**config.mk**
```make
export PLATFORM = sky130hd
export DESIGN_NAME = dpm_top
export DESIGN_NICKNAME = d
export VERILOG_FILES = /design/src/core/dpm_pkg.sv /design/src/core/dpm_pin_cell.sv /design/src/core/dpm_top.sv
export SDC_FILE = /design/constraint.sdc
export NUM_CORES = 1
export LEC_CHECK = 0
export ABC_AREA = 1
export CAP_MARGIN = 40
export CORE_MARGIN = 3
export CORE_UTILIZATION = 24
export CTS_CLUSTER_SIZE = 28
export DETAILED_ROUTE_END_ITERATION = 8
export DONT_BUFFER_PORTS = 1
export GPL_TIMING_DRIVEN = 0
export SLEW_MARGIN = 40
export SYNTH_ARGS = -nofsm -noshare
export SYNTH_HDL_FRONTEND = slang
export SYNTH_SLANG_ARGS = --single-unit
export TNS_END_PERCENT = 20
```
**constraint.sdc**
```tcl
create_clock -name pclk -period 1.6 [get_ports pclk]
set_input_delay 0.4 -clock pclk [delete_from_list [all_inputs] [get_ports pclk]]
set_output_delay 0.4 -clock pclk [all_outputs]
set_load 0.03 [all_outputs]
```
**src/core/dpm_pkg.sv**
```systemverilog
package dpm_pkg;
   // pin slots of the dual-use pins
   localparam int unsigned NPIN = 9;
   localparam int unsigned IDX_DIAG_CLK = 0;
   localparam int unsigned IDX_SERIAL_IN = 1;
   localparam int unsigned IDX_PROBE_A = 2;
   localparam int unsigned IDX_PROBE_B = 3;
   localparam int unsigned IDX_PCL = 4;
   localparam int unsigned IDX_IO_CLK = 5;
   localparam int unsigned IDX_ARRAY_CLK = 6;
   localparam int unsigned IDX_GCLK_A = 7;
   localparam int unsigned IDX_GCLK_B = 8;
   localparam int unsigned NDIAG = 4;

   // internal node selection
   localparam int unsigned NODE_W = 16;
   localparam int unsigned SEL_W = 4;
   localparam int unsigned SER_LEN = 8;
   localparam int unsigned CNT_W = 4;

   // apb register offsets
   localparam int unsigned ADDR_W = 12;
   localparam logic [11:0] OFS_PIN_CFG = 12'h000;
   localparam logic [11:0] OFS_GLOBAL_USE = 12'h004;
   localparam logic [11:0] OFS_USER_OUT = 12'h008;
   localparam logic [11:0] OFS_USER_OE = 12'h00c;
   localparam logic [11:0] OFS_PROBE_SEL = 12'h010;
   localparam logic [11:0] OFS_PROBE_LOCK = 12'h014;
   localparam logic [11:0] OFS_STATUS = 12'h018;
   localparam logic [11:0] OFS_IO_IN = 12'h01c;

   // field layouts
   localparam int unsigned CFG_W = 3;
   localparam int unsigned GU_W = 6;
   localparam int unsigned GU_IO_CLK = 0;
   localparam int unsigned GU_PCL = 1;
   localparam int unsigned GU_ARRAY_CLK = 2;
   localparam int unsigned GU_GCLK_A = 3;
   localparam int unsigned GU_GCLK_B = 4;
   localparam int unsigned GU_PCL_PRESET = 5;
   localparam int unsigned PSEL_A_LSB = 0;
   localparam int unsigned PSEL_B_LSB = 8;
   localparam int unsigned ST_MODE = 0;
   localparam int unsigned ST_LOCK = 1;
   localparam int unsigned ST_PCL = 2;
   localparam int unsigned ST_PIN_LSB = 8;

   // reset values
   localparam logic [26:0] RST_PIN_CFG = 27'h0000000;
   localparam logic [5:0] RST_GU = 6'h00;
   localparam logic [3:0] RST_SEL = 4'h0;
   localparam logic [8:0] RST_PINS = 9'h000;

   // user pin configuration codes
   typedef enum logic [2:0] {
      CFG_UNUSED = 3'h0,
      CFG_INPUT = 3'h1,
      CFG_OUTPUT = 3'h2,
      CFG_TRISTATE = 3'h3,
      CFG_BIDIR = 3'h4
   } dpm_cfg_t;
endpackage : dpm_pkg

```
**src/core/dpm_pin_cell.sv**
```systemverilog
`timescale 1ns/1ps
module dpm_pin_cell
(
   input wire logic pclk,
   input wire logic presetn,
   input wire logic [2:0] cfg,
   input wire logic special,
   input wire logic spec_drive,
   input wire logic spec_val,
   input wire logic io_tick,
   input wire logic pcl_act,
   input wire logic pcl_preset,
   input wire logic user_dout,
   input wire logic user_den,
   input wire logic pin_i,
   output logic pin_o,
   output logic pin_oe_n,
   output logic in_q
);
   logic out_q;
   logic drive_d;

   always_ff @(posedge pclk or negedge presetn)
   begin
      if (!presetn)
      begin
         out_q <= 1'b0;
         in_q <= 1'b0;
      end
      else if (pcl_act)
      begin
         out_q <= pcl_preset;
         in_q <= pcl_preset;
      end
      else if (io_tick)
      begin
         out_q <= user_dout;
         in_q <= pin_i;
      end
   end

   always_comb
   begin
      drive_d = 1'b0;
      if (special)
         drive_d = spec_drive;
      else
         unique case (cfg)
            dpm_pkg::CFG_OUTPUT: drive_d = 1'b1;
            dpm_pkg::CFG_TRISTATE: drive_d = user_den;
            dpm_pkg::CFG_BIDIR: drive_d = user_den;
            default: drive_d = 1'b0;
         endcase
   end

   // registered pad drive, hi-z from reset
   always_ff @(posedge pclk or negedge presetn)
   begin
      if (!presetn)
      begin
         pin_o <= 1'b0;
         pin_oe_n <= 1'b1;
      end
      else
      begin
         pin_o <= special ? spec_val : out_q;
         pin_oe_n <= !drive_d;
      end
   end

   unused_hiz_a: assert property (@(posedge pclk) disable iff (!presetn)
      !special && cfg == dpm_pkg::CFG_UNUSED |=> pin_oe_n)
      else $error("unused pin driven");
   out_kind_a: assert property (@(posedge pclk) disable iff (!presetn)
      !special && (cfg == dpm_pkg::CFG_OUTPUT || cfg == dpm_pkg::CFG_INPUT)
      |=> pin_oe_n == ($past(cfg) == dpm_pkg::CFG_INPUT))
      else $error("pin buffer kind wrong");
   pcl_all_a: assert property (@(posedge pclk) disable iff (!presetn)
      pcl_act |=> out_q == $past(pcl_preset) && in_q == $past(pcl_preset))
      else $error("io register missed preset or clear");
   io_clock_a: assert property (@(posedge pclk) disable iff (!presetn)
      io_tick && !pcl_act |=> out_q == $past(user_dout) ##1 pin_o == $past(out_q) || special)
      else $error("io register not clocked");
endmodule : dpm_pin_cell

```
**src/core/dpm_top.sv**
```systemverilog
`timescale 1ns/1ps
module dpm_top
(
   input wire logic pclk,
   input wire logic presetn,
   input wire logic psel,
   input wire logic penable,
   input wire logic pwrite,
   input wire logic [11:0] paddr,
   input wire logic [31:0] pwdata,
   output logic [31:0] prdata,
   output logic pready,
   output logic pslverr,
   input wire logic mode_sel,
   input wire logic [15:0] core_node,
   input wire logic diag_clock_pin_i,
   output logic diag_clock_pin_o,
   output logic diag_clock_pin_oe_n,
   input wire logic diag_serial_in_i,
   output logic diag_serial_in_o,
   output logic diag_serial_in_oe_n,
   input wire logic probe_out_a_i,
   output logic probe_out_a_o,
   output logic probe_out_a_oe_n,
   input wire logic probe_out_b_i,
   output logic probe_out_b_o,
   output logic probe_out_b_oe_n,
   input wire logic io_reg_preset_clear_pin_i,
   output logic io_reg_preset_clear_pin_o,
   output logic io_reg_preset_clear_pin_oe_n,
   input wire logic io_register_clock_pin_i,
   output logic io_register_clock_pin_o,
   output logic io_register_clock_pin_oe_n,
   input wire logic array_clock_pin_i,
   output logic array_clock_pin_o,
   output logic array_clock_pin_oe_n,
   input wire logic global_clock_a_pin_i,
   output logic global_clock_a_pin_o,
   output logic global_clock_a_pin_oe_n,
   input wire logic global_clock_b_pin_i,
   output logic global_clock_b_pin_o,
   output logic global_clock_b_pin_oe_n,
   output logic [8:0] user_in,
   output logic array_clk_tick,
   output logic clk_net_a_tick,
   output logic clk_net_b_tick
);
   localparam int unsigned NP = dpm_pkg::NPIN;

   logic [26:0] pin_cfg_q;
   logic [5:0] gu_q;
   logic [8:0] user_out_q;
   logic [8:0] user_oe_q;
   logic [3:0] sel_a_q;
   logic [3:0] sel_b_q;
   logic lock_q;
   logic [7:0] shift_q;
   logic [3:0] cnt_q;
   logic [8:0] pin_prev_q;
   logic [31:0] prdata_q;
   logic [8:0] pin_i_w;
   logic [8:0] pin_o_w;
   logic [8:0] pin_oe_n_w;
   logic [8:0] special_w;
   logic [8:0] spec_drive_w;
   logic [8:0] spec_val_w;
   logic [8:0] rise_w;
   logic io_tick;
   logic pcl_act;
   logic probe_on;
   logic ser_tick;
   logic ser_load;
   logic wr_en;
   logic addr_ok;

   // gather pad inputs by slot
   assign pin_i_w = {global_clock_b_pin_i, global_clock_a_pin_i, array_clock_pin_i,
                     io_register_clock_pin_i, io_reg_preset_clear_pin_i, probe_out_b_i,
                     probe_out_a_i, diag_serial_in_i, diag_clock_pin_i};

   // previous pad levels for edge detection
   always_ff @(posedge pclk or negedge presetn)
   begin
      if (!presetn)
         pin_prev_q <= dpm_pkg::RST_PINS;
      else
         pin_prev_q <= pin_i_w;
   end

   assign rise_w = pin_i_w & ~pin_prev_q;

   assign special_w = {gu_q[dpm_pkg::GU_GCLK_B], gu_q[dpm_pkg::GU_GCLK_A],
                       gu_q[dpm_pkg::GU_ARRAY_CLK], gu_q[dpm_pkg::GU_IO_CLK],
                       gu_q[dpm_pkg::GU_PCL], {dpm_pkg::NDIAG{mode_sel}}};

   assign probe_on = mode_sel && !lock_q;

   // only probe pins drive in their special role
   always_comb
   begin
      spec_drive_w = '0;
      spec_val_w = '0;
      spec_drive_w[dpm_pkg::IDX_PROBE_A] = probe_on;
      spec_drive_w[dpm_pkg::IDX_PROBE_B] = probe_on;
      spec_val_w[dpm_pkg::IDX_PROBE_A] = probe_on && core_node[sel_a_q];
      spec_val_w[dpm_pkg::IDX_PROBE_B] = probe_on && core_node[sel_b_q];
   end

   assign io_tick = gu_q[dpm_pkg::GU_IO_CLK] && rise_w[dpm_pkg::IDX_IO_CLK];
   assign pcl_act = gu_q[dpm_pkg::GU_PCL] && pin_i_w[dpm_pkg::IDX_PCL];

   // one cell per dual-use pin
   for (genvar i = 0; i < NP; i++)
   begin : g_cell
      dpm_pin_cell u_cell
      (
         .pclk(pclk),
         .presetn(presetn),
         .cfg(pin_cfg_q[i*dpm_pkg::CFG_W +: dpm_pkg::CFG_W]),
         .special(special_w[i]),
         .spec_drive(spec_drive_w[i]),
         .spec_val(spec_val_w[i]),
         .io_tick(io_tick),
         .pcl_act(pcl_act),
         .pcl_preset(gu_q[dpm_pkg::GU_PCL_PRESET]),
         .user_dout(user_out_q[i]),
         .user_den(user_oe_q[i]),
         .pin_i(pin_i_w[i]),
         .pin_o(pin_o_w[i]),
         .pin_oe_n(pin_oe_n_w[i]),
         .in_q(user_in[i])
      );
   end

   // spread pad outputs back to named pins
   assign {global_clock_b_pin_o, global_clock_a_pin_o, array_clock_pin_o,
           io_register_clock_pin_o, io_reg_preset_clear_pin_o, probe_out_b_o,
           probe_out_a_o, diag_serial_in_o, diag_clock_pin_o} = pin_o_w;
   assign {global_clock_b_pin_oe_n, global_clock_a_pin_oe_n, array_clock_pin_oe_n,
           io_register_clock_pin_oe_n, io_reg_preset_clear_pin_oe_n, probe_out_b_oe_n,
           probe_out_a_oe_n, diag_serial_in_oe_n, diag_clock_pin_oe_n} = pin_oe_n_w;

   always_ff @(posedge pclk or negedge presetn)
   begin
      if (!presetn)
      begin
         array_clk_tick <= 1'b0;
         clk_net_a_tick <= 1'b0;
         clk_net_b_tick <= 1'b0;
      end
      else
      begin
         array_clk_tick <= gu_q[dpm_pkg::GU_ARRAY_CLK] && rise_w[dpm_pkg::IDX_ARRAY_CLK];
         clk_net_a_tick <= gu_q[dpm_pkg::GU_GCLK_A] && rise_w[dpm_pkg::IDX_GCLK_A];
         clk_net_b_tick <= gu_q[dpm_pkg::GU_GCLK_B] && rise_w[dpm_pkg::IDX_GCLK_B];
      end
   end

   assign ser_tick = mode_sel && rise_w[dpm_pkg::IDX_DIAG_CLK];
   assign ser_load = ser_tick && cnt_q == 4'(dpm_pkg::SER_LEN - 1);

   // serial frame shifter, msb first
   always_ff @(posedge pclk or negedge presetn)
   begin
      if (!presetn)
      begin
         shift_q <= 8'h00;
         cnt_q <= 4'h0;
      end
      else if (!mode_sel)
         cnt_q <= 4'h0;
      else if (ser_tick)
      begin
         shift_q <= {shift_q[6:0], pin_i_w[dpm_pkg::IDX_SERIAL_IN]};
         cnt_q <= ser_load ? 4'h0 : cnt_q + 4'h1;
      end
   end

   // apb decode
   assign wr_en = psel && penable && pwrite;
   assign pready = 1'b1;
   always_comb
   begin
      unique case (paddr)
         dpm_pkg::OFS_PIN_CFG, dpm_pkg::OFS_GLOBAL_USE, dpm_pkg::OFS_USER_OUT,
         dpm_pkg::OFS_USER_OE, dpm_pkg::OFS_PROBE_SEL, dpm_pkg::OFS_PROBE_LOCK,
         dpm_pkg::OFS_STATUS, dpm_pkg::OFS_IO_IN: addr_ok = 1'b1;
         default: addr_ok = 1'b0;
      endcase
   end
   assign pslverr = psel && penable && !addr_ok;

   // software control registers
   always_ff @(posedge pclk or negedge presetn)
   begin
      if (!presetn)
      begin
         pin_cfg_q <= dpm_pkg::RST_PIN_CFG;
         gu_q <= dpm_pkg::RST_GU;
         user_out_q <= dpm_pkg::RST_PINS;
         user_oe_q <= dpm_pkg::RST_PINS;
      end
      else if (wr_en)
      begin
         if (paddr == dpm_pkg::OFS_PIN_CFG)
            pin_cfg_q <= pwdata[26:0];
         if (paddr == dpm_pkg::OFS_GLOBAL_USE)
            gu_q <= pwdata[5:0];
         if (paddr == dpm_pkg::OFS_USER_OUT)
            user_out_q <= pwdata[8:0];
         if (paddr == dpm_pkg::OFS_USER_OE)
            user_oe_q <= pwdata[8:0];
      end
   end

   // probe selects, serial frame wins over a same-cycle write
   always_ff @(posedge pclk or negedge presetn)
   begin
      if (!presetn)
      begin
         sel_a_q <= dpm_pkg::RST_SEL;
         sel_b_q <= dpm_pkg::RST_SEL;
      end
      else if (ser_load)
      begin
         sel_a_q <= {shift_q[2:0], pin_i_w[dpm_pkg::IDX_SERIAL_IN]};
         sel_b_q <= shift_q[6:3];
      end
      else if (wr_en && paddr == dpm_pkg::OFS_PROBE_SEL)
      begin
         sel_a_q <= pwdata[dpm_pkg::PSEL_A_LSB +: dpm_pkg::SEL_W];
         sel_b_q <= pwdata[dpm_pkg::PSEL_B_LSB +: dpm_pkg::SEL_W];
      end
   end

   // sticky lock, only reset clears it
   always_ff @(posedge pclk or negedge presetn)
   begin
      if (!presetn)
         lock_q <= 1'b0;
      else if (wr_en && paddr == dpm_pkg::OFS_PROBE_LOCK && pwdata[0])
         lock_q <= 1'b1;
   end

   // read data captured in setup phase
   always_ff @(posedge pclk or negedge presetn)
   begin
      if (!presetn)
         prdata_q <= 32'h0000_0000;
      else if (psel && !penable)
      begin
         prdata_q <= 32'h0000_0000;
         unique case (paddr)
            dpm_pkg::OFS_PIN_CFG: prdata_q <= {5'h00, pin_cfg_q};
            dpm_pkg::OFS_GLOBAL_USE: prdata_q <= {26'h0000000, gu_q};
            dpm_pkg::OFS_USER_OUT: prdata_q <= {23'h000000, user_out_q};
            dpm_pkg::OFS_USER_OE: prdata_q <= {23'h000000, user_oe_q};
            dpm_pkg::OFS_PROBE_SEL: prdata_q <= {20'h00000, sel_b_q, 4'h0, sel_a_q};
            dpm_pkg::OFS_PROBE_LOCK: prdata_q <= {31'h00000000, lock_q};
            dpm_pkg::OFS_STATUS: prdata_q <= {15'h0000, pin_i_w, 5'h00, pcl_act,
                                              lock_q, mode_sel};
            dpm_pkg::OFS_IO_IN: prdata_q <= {23'h000000, user_in};
            default: prdata_q <= 32'h0000_0000;
         endcase
      end
   end
   assign prdata = prdata_q;

   diag_mode_a: assert property (@(posedge pclk) disable iff (!presetn)
      mode_sel |=> diag_clock_pin_oe_n && diag_serial_in_oe_n)
      else $error("diagnostic input pin driven in mode high");
   user_mode_a: assert property (@(posedge pclk) disable iff (!presetn)
      !mode_sel && pin_cfg_q[2:0] == dpm_pkg::CFG_OUTPUT
      |=> !diag_clock_pin_oe_n && diag_clock_pin_o == $past(g_cell[0].u_cell.out_q))
      else $error("diagnostic pin not a user output in mode low");
   probe_a_a: assert property (@(posedge pclk) disable iff (!presetn)
      probe_on |=> !probe_out_a_oe_n && probe_out_a_o == $past(core_node[sel_a_q]))
      else $error("probe a not showing node");
   probe_b_a: assert property (@(posedge pclk) disable iff (!presetn)
      probe_on |=> !probe_out_b_oe_n && probe_out_b_o == $past(core_node[sel_b_q]))
      else $error("probe b not showing node");
   probe_lock_a: assert property (@(posedge pclk) disable iff (!presetn)
      lock_q && mode_sel |=> lock_q && probe_out_a_oe_n && probe_out_b_oe_n
      && !probe_out_a_o && !probe_out_b_o)
      else $error("probe active after lock");
   pcl_fallback_a: assert property (@(posedge pclk) disable iff (!presetn)
      !gu_q[dpm_pkg::GU_PCL] && pin_cfg_q[dpm_pkg::IDX_PCL*dpm_pkg::CFG_W +: dpm_pkg::CFG_W]
      == dpm_pkg::CFG_OUTPUT |=> !io_reg_preset_clear_pin_oe_n
      && io_reg_preset_clear_pin_o == $past(g_cell[4].u_cell.out_q))
      else $error("preset/clear pin not a user pin while unused");
   array_tick_a: assert property (@(posedge pclk) disable iff (!presetn)
      array_clk_tick == ($past(gu_q[dpm_pkg::GU_ARRAY_CLK] && array_clock_pin_i)
      && !$past(array_clock_pin_i, 2)))
      else $error("array clock tick wrong");
   clk_net_a: assert property (@(posedge pclk) disable iff (!presetn)
      gu_q[dpm_pkg::GU_GCLK_A] && gu_q[dpm_pkg::GU_GCLK_B]
      |=> global_clock_a_pin_oe_n && global_clock_b_pin_oe_n)
      else $error("clock network pin driven");
   serial_gate_a: assert property (@(posedge pclk) disable iff (!presetn)
      !mode_sel |=> cnt_q == 4'h0 && $stable(shift_q))
      else $error("serial data taken in mode low");

   probe_seen_c: cover property (@(posedge pclk) disable iff (!presetn)
      probe_on ##1 !probe_out_a_oe_n);
   ser_load_c: cover property (@(posedge pclk) disable iff (!presetn) ser_load);
   lock_c: cover property (@(posedge pclk) disable iff (!presetn)
      $rose(lock_q) && mode_sel);
   pcl_c: cover property (@(posedge pclk) disable iff (!presetn) pcl_act ##1 io_tick);
endmodule : dpm_top

```
==> results of run 1 <==
[worst min path at each step]
stage                                end  slack (ns)
after floorplan           array_clk_tick        0.10
after global routing           prdata[5]       -0.35
after CTS                      prdata[1]       -0.34
after detailed placement       prdata[1]        0.11
final                          prdata[1]       -0.33
after global placement         prdata[1]        0.11
[area by class of cell]
| type | instances | area, µm² | share of cell area [%] |
|---|---|---|---|
| clock buffer | 17 | 425 | 5.23 |
| multi-input combinational | 560 | 2690 | 33.0 |
| buffer | 46 | 318 | 3.91 |
| tap | 378 | 473 | 5.82 |
| inverter | 96 | 362 | 4.45 |
| clock inverter | 15 | 190 | 2.34 |
| sequential | 142 | 3570 | 43.9 |
| timing repair buffer | 13 | 110 | 1.35 |
[per-layer routing]
| layer | global-route usage (%) | up-vias | part of all wire (%) |
|---|---|---|---|
| met3 | 6.14 | 21 | 11 |
| met1 | 20.1 | 2876 | 44 |
| li1 | - | 2772 | - |
| met5 | 0 | - | 0 |
| met2 | 20.6 | 249 | 43 |
| met4 | 2.63 | 0 | 1.0 |
[repair_timing]
item	CTS	global route
pin swaps	3	1
endpoints found under the hold margin	147	142
endpoints found under the setup margin	21	25
buffers inserted	3	5
gates resized for setup	14	11
[cells by family after synthesis]
group                    share of synthesized area (%)
adder cells (fa/ha/maj)                          0.182
AND/OR/NAND/NOR                                   23.6
AO/OA/AOI/OAI                                     14.2
buffers and inverters                             9.82
XOR/XNOR                                         0.255
flip-flops                                        51.8
other                                            0.109
[registers in the layout, summed over array words and instances, names as in the netlist, 7 cells and up]
signal / count
pin_cfg_q: 27
prdata: 27
g_cell.u_cell.in_q: 9
g_cell.u_cell.out_q: 9
g_cell.u_cell.pin_o: 9
g_cell.u_cell.pin_oe_n: 9
user_oe_q: 9
user_out_q: 9
shift_q: 7
[where the power goes]
part	switching [µW]	internal (µW)	total (µW)
sequential	75.5	3680	3750
combinational	230	120	350
clock	1800	2390	4200
total	2110	6190	8300
[worst max-delay path, cell delays in order]
cell	delay [ns]
nor2_2	0.09
nand2_2	0.10
inv_2	0.07
nand4_1	0.22
and3_4	0.30
[Yosys cell counts (all sizes together) (8+ instances only)]
library cell and n:
nand2 235, dfrtp 133, o21ai 96, inv 95, nor2 75, nand3 67, buf 33, a21oi 27
clkbuf 15, a31oi 13, o211ai 12, dfstp 9, o31ai 8
[per-stage QoR]
| stage | hold WS, ns | cell area (µm²) | util [%] | setup TNS (ns) | setup slack, ns |
|---|---|---|---|---|---|
| floorplan | 0.104 | 6890 | - | 0 | 0.0216 |
| global placement | 0.114 | 7370 | 26.3 | -20.10 | -0.430 |
| detailed placement | 0.113 | 7370 | 26.3 | -20.66 | -0.430 |
| CTS | -0.342 | 8080 | 28.9 | 0 | 0.00254 |
| global route | -0.352 | 8130 | 29.0 | -0.00129 | -0.00129 |
| finish | -0.331 | 8130 | 29.0 | 0 | 0.0137 |
==> metrics.md, run 1 <==
| Metric | Value |
|---|---|
| Synth top area cells | dfrtp_1 48%, nand2_1 13%, inv_1 4.9% |
| Crit. End Element | primary output |
| Gate Count Post-Synth | 842 |
| Wire per inst | 17.5 µm |
| Chip Height | 175 µm |
| Leak | 0.00397 µW |
| Yosys top cell area share | 48.4% |
| Worst EP required | 1.20 ns |
| Sequential area share after synthesis | 51.8% |
| Hold Buf Count CTS | 5 |
| Routed Antenna Nets | 0 |
| Leading area contributor after synthesis | dfrtp_1 |
| Final nets | 952 |
| Reg2reg start | gu_q[1] |
| Worst EP arrival | 1.19 ns |
| Initial antenna violation count | 0 |
| Tot Pwr | 8300 µW |
| Clock slew at reported path FFs | 0.07 ns |
| Clock Latency Late Sink | 0.43 ns |
| Max cap viols | 0 |
| Row count | 61 |
| RR Endpoint | g_cell[0].u_cell.in_q |
| TritonCTS clock tree | built |
| Seq cells post-synth | 142 |
| GRT Resource Usage Total | 14.3% |
| Crit Path Category | input pin to primary output |
| DRT Pass-1 Iters | 5 |
| Top_reg_cell synth | dfrtp_1 |
| Via count | 5918 |
| PortBufs | 0 |
| Final Hold Fails | 142 |
| PwrDens | 1020 mW/mm² |
| Die footprint | 0.0307 mm² |
| Final WL | 22100 µm |
| First-pass GRT wire length | 33700 µm |
| Slew headroom | 63.9% |
| Mapped Area | 0.00688 mm² |
| Area grow syn2layout | 18.2% |
| Post-synthesis average cell area | 8.17 µm² |
| H-tree depth | 4 |
| Outcome | finished, violations left |
| Initial cell density of the core | 24.6% |
| Post-placement cell count | 1224 |
| CTS Sinks | 142 |
| CTS Buf Count | 17 |
| Synth warn | 0 |
| Failing checks | hold timing |
| Largest net degree at the start of global routing | 143 |
| Diodes inserted | 0 |
| Die W | 175 µm |
| Asr flop ratio synth | 100% |
| CTS max path bufs | 2 |
| Part of the cycle the worst path needs | 99.1% |
| Clk_skew | 0.0165 ns |
| Clk root buf | clkbuf_16 |
| DPL Wire Length | 16900 µm |
| Worst Tran Pin Value | 0.535 ns |
| Most frequent cells in the layout | 228 x nand2_1, 132 x dfrtp_1, 88 x inv_1 |
| F_max | 630 MHz |
| Slew Limit Fails | 0 |
| Commonest non-fill, non-tap cell in the layout | nand2_1 |
| Peak supply drop | 0.749 mV |
| CP Max Fanout | 2 |
| Fin crit period | 1.59 ns |
| EDFF count, synth | 0 |
| Crit path capture | pslverr |
| CORE AREA | 0.0280 mm² |
| Library cells used by synthesis | 41 |
| Vias in the first global route | 5580 |
| Worst reg2reg setup slack | 0.09 ns |
| Worst Setup SP | paddr[8] |
| # DRC | 0 |
| Number of cells on the worst reg-to-reg path | 7 |
| Hold WS | -0.331 ns |
| Gpl congestion | 0.925 |
| DRC marker count from the first detailed-route iteration | 549 |
| Final count of negative-setup-slack endpoints | 0 |
| Top-Level Pins | 139 |
| Total gr overflow | 0 |
| Number of fillers in the final layout | 2993 |
| Crit path launch type | input pin |
| Hold Path Class | input pin to asynchronous set/reset pin |
| Via/cell ratio | 4.67 |
| Final non-filler cell total | 1267 |
| Layout cell share with drive strength beyond 1 | 14.6% |
Power figures use the tool's default switching activity.
==> run 2: changes to the inputs <==
==> constraint.sdc (replaced) <==
create_clock -name pclk -period 1.6 [get_ports pclk]
set_input_delay 0.08 -clock pclk [delete_from_list [all_inputs] [get_ports pclk]]
set_output_delay 0.08 -clock pclk [all_outputs]
set_load 0.03 [all_outputs]
==> run 2 against run 1 <==
Against the previous run:
- the run still ends with hold timing left
- fmax grew 4.4%
- power grew 1.3%
- critical path depth up 4
- first-iteration DRC count shrank 3.1%
- hold slack lost 0.32 ns
- clock power about the same
- non-clock buffer count is 33 higher
- via count rose by 2.0%
- worst setup slack gained 0.067 ns
- global-route usage is 0.22 points higher
- critical path type is now flip-flop to flip-flop
- largest power group unchanged
==> metrics.md, run 2 (synthesis gave the netlist of run 1 again) <==
| Metric | Value |
|---|---|
| Layout cell share with drive strength beyond 1 | 13.2% (was 14.6%) |
| Tot Pwr | 8410 µW (was 8300 µW) |
| Crit path launch type | flip-flop (was input pin) |
| Comb power frac | 5.3% (was 4.2%) |
| GRT Resource Usage Total | 14.5% (was 14.3%) |
| Top-Level Pins | 139 (unchanged) |
| Routed Antenna Nets | 0 (unchanged) |
| Final count of negative-setup-slack endpoints | 0 (unchanged) |
| Clock Latency Late Sink | 0.43 ns (about the same) |
| TritonCTS clock tree | built (unchanged) |
| Switching power | 2160 µW (was 2110 µW) |
| Peak supply drop | 0.748 mV (was 0.749 mV) |
| Final Hold Fails | 142 (unchanged) |
| Clock slew at reported path FFs | 0.07 ns (about the same) |
| Hold WS | -0.648 ns (was -0.331 ns) |
| Post-Route Setup TNS | 0 ns (unchanged) |
| Leak | 0.00411 µW (was 0.00397 µW) |
| Hold Buf Count CTS | 41 (was 5) |
| Slowest stage delay, CP | 0.39 ns (was 0.30 ns) |
| Outcome | finished, violations left (unchanged) |
| PwrDens | 993 mW/mm² (was 1020 mW/mm²) |
| Via count | 6034 (was 5918) |
| Vias in the first global route | 5736 (was 5580) |
| Number of fillers in the final layout | 2972 (was 2993) |
| Wire per inst | 17.3 µm (was 17.5 µm) |
| Finished layout cell area | 0.00847 mm² (was 0.00813 mm²) |
| Row count | 61 (unchanged) |
| Area grow syn2layout | 23.1% (was 18.2%) |
| Fin crit period | 1.52 ns (was 1.59 ns) |
| CP cell instances | ha_1 -> nand2_1 -> nor2_4 -> nand2_4 -> buf_6 -> nand2_1 -> o21ai_1 -> nand2_1 -> o21ai_2 (was nor2_2 -> nand2_2 -> inv_2 -> nand4_1 -> and3_4) |
| Slew headroom | 63.0% (was 63.9%) |
| CP Max Fanout | 10 (was 2) |
| Gpl congestion | 0.925 (unchanged) |
| Initial cell density of the core | 24.6% (unchanged) |
| Final WL | 22600 µm (was 22100 µm) |
| F_max | 658 MHz (was 630 MHz) |
| CORE AREA | 0.0280 mm² (unchanged) |
| Number of cells on the worst reg-to-reg path | 9 (was 7) |
| Met3 usage | 5.58% (was 6.14%) |
| Register Area | 0.00357 mm² (unchanged) |
| Failing checks | hold timing (unchanged) |
| DRT Pass-1 Iters | 5 (unchanged) |
| GR Util met1 | 20.6% (was 20.1%) |
| Die footprint | 0.0307 mm² (unchanged) |
| Worst EP arrival | 1.82 ns (was 1.19 ns) |
| Unrepaired setup endpoints after global routing | yes |
| Initial antenna violation count | 4 (was 0) |
| Total gr overflow | 0 (unchanged) |
| DRC marker count from the first detailed-route iteration | 532 (was 549) |
| Int Pwr | 6240 µW (was 6190 µW) |
| Slowest CP cell | dfrtp_1 (was and3_4) |
| Most frequent cells in the layout | 228 x nand2_1, 132 x dfrtp_1, 89 x inv_1 (was 228 x nand2_1, 132 x dfrtp_1, 88 x inv_1) |
| CTS max path bufs | 2 (unchanged) |
| Sw frac | 25.7% (was 25.4%) |
| Crit Path Category | flip-flop to flip-flop (was input pin to primary output) |
| Area post-placement | 0.00737 mm² (unchanged) |
| CTS Sinks | 142 (unchanged) |
| Busiest grt layer | met2 (unchanged) |
| CTS Buf Count | 17 (unchanged) |
| Chip Height | 175 µm (unchanged) |
| Final nets | 985 (was 952) |
| Reg power frac | 44.6% (was 45.2%) |
| PortBufs | 0 (unchanged) |
| Crit. End Element | flip-flop (was primary output) |
| Commonest non-fill, non-tap cell in the layout | nand2_1 (unchanged) |
| Clk root buf | clkbuf_16 (unchanged) |
| DPL Wire Length | 16900 µm (unchanged) |
| Most used cell, CP | nand2_1 |
| H-tree depth | 4 (unchanged) |
| Die W | 175 µm (unchanged) |
| Clock power share | 50.1% (was 50.6%) |
| Hold Path Class | input pin to asynchronous set/reset pin (unchanged) |
| Area of the multi-input gates | 0.00268 mm² (was 0.00269 mm²) |
| First-pass GRT wire length | 34400 µm (was 33700 µm) |
| Part of the cycle the worst path needs | 94.9% (was 99.1%) |
| Largest net degree at the start of global routing | 143 (unchanged) |
| Worst Tran Pin Value | 0.549 ns (was 0.535 ns) |
| Clk_skew | 0.0155 ns (was 0.0165 ns) |
| Worst EP required | 1.90 ns (was 1.20 ns) |
| Slew Limit Fails | 0 (unchanged) |
| Via/cell ratio | 4.62 (was 4.67) |
| # DRC | 0 (unchanged) |
| Max cap viols | 0 (unchanged) |
| M2 GR Usage | 21.2% (was 20.6%) |
==> run 2: cell count changes in the layout (fill, tap and decap cells not counted) <==
cell	previous run	this run
clkbuf_2	3	2
diode_2	0	5
nor2_1	65	67
dlygate4sd3_1	5	41
inv_2	7	6
clkbuf_1	7	9
and3_4	1	0
buf_4	25	22
inv_1	88	89
nor2_2	6	4
buf_1	1	0
and3_1	0	1
==> run 2: through the flow <==
stage               utilization [%]  setup slack (ns)  std cells
finish                         30.2            0.0810       1305
global route                   30.2           -0.0106       1304
CTS                            30.0          0.000965       1297
floorplan                         -             0.172        846
global placement               26.3            -0.261       1224
detailed placement             26.3            -0.285       1224
==> run 2: cell type report <==
type / count / share of cell area (%)
flip-flops and latches: 142 / 42.1
clock buffers: 17 / 5.02
inverters: 96 / 4.27
repair buffers: 46 / 5.29
clock inverters: 15 / 2.25
multi-input cells: 560 / 31.6
plain buffers: 46 / 3.74
well taps: 378 / 5.58
diodes: 5 / 0.148
==> run 2: layer usage <==
layer	vias to the layer above	share of wire, %
met5	-	0
met4	0	0.86
met3	12	10
met2	244	44
met1	2926	45
li1	2852	-
==> run 2: power by group through the flow <==
stage          combinational, µW  sequential (µW)  clock, µW
2_1_floorplan                257             3800          0
3_3_place_gp                 321             3820          0
3_5_place_dp                 329             3820          0
4_1_cts                      440             3750       4260
5_1_grt                      490             3760       4420
6_report                     444             3750       4210
==> run 2: final timing paths <==
| check | startpoint | end | slack (ns) |
|---|---|---|---|
| worst max-delay path | cnt_q[0] | sel_a_q[2] | 0.08 |
| worst min register to register | pin_prev_q[7] | clk_net_a_tick | 0.41 |
| max in group asynchronous | presetn | g_cell[3].u_cell.pin_oe_n | 1.97 |
| worst min-delay path | presetn | prdata[1] | -0.65 |
| min in group pclk | diag_clock_pin_i | prdata[8] | 0.04 |
| worst max register to register | cnt_q[0] | sel_a_q[2] | 0.08 |
==> run 2: critical path, delay by kind of cell (launching register included) <==
family                     cells  cell delay (ns)
DFF                            1             0.39
buffers and inverters          1             0.17
adders and majority gates      1             0.21
and+or+nand+nor                5             0.51
AOI/OAI and AO/OA              2             0.12
==> run 2: what timing repair did <==
item,CTS,global route
gates resized for setup,9,8
pin swaps,0,1
endpoints found under the hold margin,239,142
buffers inserted,0,5
endpoints found under the setup margin,20,25
==> run 3: changes to the inputs <==
Settings changed: SLEW_MARGIN 40 to unset.
Clock period 1.6 ns to 1.2 ns, I/O delays scaled along.
==> run 3 against run 2 <==
Against the previous run:
- the flow finishes with violations (hold timing, setup timing)
- largest cell class unchanged
- die area unchanged
- clock skew decreased by 0.0097 ns
- sequential power increased by 34%
==> metrics.md, run 3 (synthesis gave the netlist of run 1 again) <==
| Metric | Value |
|---|---|
| Outcome | finished, violations left (unchanged) |
| Failing checks | hold timing, setup timing (was hold timing) |
| Routed met1 length | 10500 µm (was 10200 µm) |
| Gpl congestion | 0.897 (was 0.925) |
| Top Metal Used | met5 (was met4) |
| Number of fillers in the final layout | 2928 (was 2972) |
| CTS Sinks | 142 (unchanged) |
| Hold Path Class | input pin to asynchronous set/reset pin (unchanged) |
| Initial cell density of the core | 24.6% (unchanged) |
| PortBufs | 0 (unchanged) |
| Peak supply drop | 0.982 mV (was 0.748 mV) |
| Final nets | 1006 (was 985) |
| Routed Antenna Nets | 0 (unchanged) |
| Slew Limit Fails | 0 (unchanged) |
| Final non-filler cell total | 1322 (was 1305) |
| Die W | 175 µm (unchanged) |
| Metal2 WL | 10300 µm (was 9910 µm) |
| Commonest non-fill, non-tap cell in the layout | nand2_1 (unchanged) |
| Clock slew at reported path FFs | 0.06 ns (was 0.07 ns) |
| Leak | 0.00434 µW (was 0.00411 µW) |
| Chip Height | 175 µm (unchanged) |
| Top-Level Pins | 139 (unchanged) |
| Total gr overflow | 0 (unchanged) |
| Die footprint | 0.0307 mm² (unchanged) |
| CTS max path bufs | 2 (unchanged) |
| Clk root buf | clkbuf_16 (unchanged) |
| Crit. End Element | flip-flop (unchanged) |
| CTS Buf Count | 17 (unchanged) |
| Vias in the first global route | 5918 (was 5736) |
| DRC marker count from the first detailed-route iteration | 622 (was 532) |
| Final WL | 23500 µm (was 22600 µm) |
| Area post-placement | 0.00739 mm² (was 0.00737 mm²) |
| Crit Path Category | flip-flop to flip-flop (unchanged) |
| Most frequent cells in the layout | 210 x nand2_1, 127 x dfrtp_1, 86 x inv_1 (was 228 x nand2_1, 132 x dfrtp_1, 89 x inv_1) |
| CP Max Fanout | 7 (was 10) |
| Hold WS | -0.675 ns (was -0.648 ns) |
| Fin crit period | 1.44 ns (was 1.52 ns) |
| Area grow syn2layout | 30.6% (was 23.1%) |
| Final count of negative-setup-slack endpoints | 32 (was 0) |
| Initial antenna violation count | 3 (was 4) |
| Unrepaired setup endpoints after global routing | yes (unchanged) |
| Part of the cycle the worst path needs | 120% (was 94.9%) |
| F_max | 694 MHz (was 658 MHz) |
| Layout cell share with drive strength beyond 1 | 20.0% (was 13.2%) |
| CORE AREA | 0.0280 mm² (unchanged) |
| DRT Pass-1 Iters | 5 (unchanged) |
| Post-placement cell count | 1224 (unchanged) |
| PnR worst setup slack | -0.242 ns (was 0.0810 ns) |
| First-pass GRT wire length | 35600 µm (was 34400 µm) |
| Final Hold Fails | 143 (was 142) |
| DPL Wire Length | 16600 µm (was 16900 µm) |
| Crit path launch type | flip-flop (unchanged) |
| Tot Pwr | 11300 µW (was 8410 µW) |
| Met3 WL post-DR | 2340 µm (was 2310 µm) |
| TritonCTS clock tree | built (unchanged) |
| H-tree depth | 4 (unchanged) |
| Largest net degree at the start of global routing | 143 (unchanged) |
| Worst EP arrival | 1.76 ns (was 1.82 ns) |
| Wire per inst | 17.8 µm (was 17.3 µm) |
| GRT Resource Usage Total | 15.2% (was 14.5%) |
| Clock Latency Late Sink | 0.43 ns (about the same) |
| Via/cell ratio | 4.68 (was 4.62) |
| Row count | 61 (unchanged) |
| Post-Route Setup TNS | -3.20 ns (was 0 ns) |
| PwrDens | 1260 mW/mm² (was 993 mW/mm²) |
| Max cap viols | 0 (unchanged) |
| Worst EP required | 1.52 ns (was 1.90 ns) |
| Finished layout cell area | 0.00898 mm² (was 0.00847 mm²) |
| Via count | 6181 (was 6034) |
| Clk_skew | 0.00574 ns (was 0.0155 ns) |
| # DRC | 0 (unchanged) |
-- run 3: path summary, 6_finish.rpt --
kind,startpoint,to,slack [ns],cells after the start
max in group asynchronous,presetn,g_cell[2].u_cell.pin_oe_n,1.59,0
setup reg to reg,cnt_q[1],sel_b_q[1],-0.24,7
min in group pclk,mode_sel,g_cell[2].u_cell.pin_o,-0.01,4
setup / recovery,cnt_q[1],sel_b_q[1],-0.24,7
hold / removal,presetn,prdata[4],-0.67,0
hold reg to reg,pin_prev_q[8],clk_net_b_tick,0.40,1
-- run 3: metal layers --
layer,up-vias,GRT usage (%)
li1,2890,-
met1,2987,21.8
met2,272,21.9
met3,28,5.47
met4,4,3.39
met5,-,0
-- run 3: critical path, cell delays in order, from the launching register on --
cell and delay (ns):
dfrtp_1 0.36, ha_2 0.19, nand2_2 0.07, nor2_4 0.15, nand2_4 0.13, o21ai_4 0.16, clkbuf_16 0.22, o21ai_2 0.05
-- run 3: power breakdown --
group | switching (µW) | leakage (µW) | internal, µW
clock | 2190 | 0.000301 | 3400
sequential | 102 | 0.00178 | 4900
combinational | 408 | 0.00226 | 286
total | 2700 | 0.00434 | 8590
-- run 3: stage by stage --
step | setup slack, ns | utilization, % | hold WS, ns
after floorplan | -0.136 | - | -0.236
after global placement | -0.663 | 26.4 | -0.229
after detailed placement | -0.648 | 26.4 | -0.229
after CTS | -0.180 | 31.3 | -0.687
after global routing | -0.285 | 32.1 | -0.698
final | -0.242 | 32.1 | -0.675
-- run 3: area by class of cell --
class	count	area [µm²]	share of cell area (%)
diodes	1	2.50	0.0279
plain buffers	45	377	4.19
clock buffers	20	457	5.08
clock inverters	12	160	1.78
inverters	96	372	4.14
multi-input cells	560	2840	31.6
flip-flops and latches	142	3570	39.8
well taps	378	473	5.27
repair buffers	68	733	8.16
-- run 3: what timing repair did --
item                                    CTS  global route
endpoints found under the setup margin   43            76
cloned                                    3             2
buffers inserted                         16             4
hold buffers                             41             2
pin swaps                                12            18
resized for setup                        61            47
hold endpoints to repair                242           144
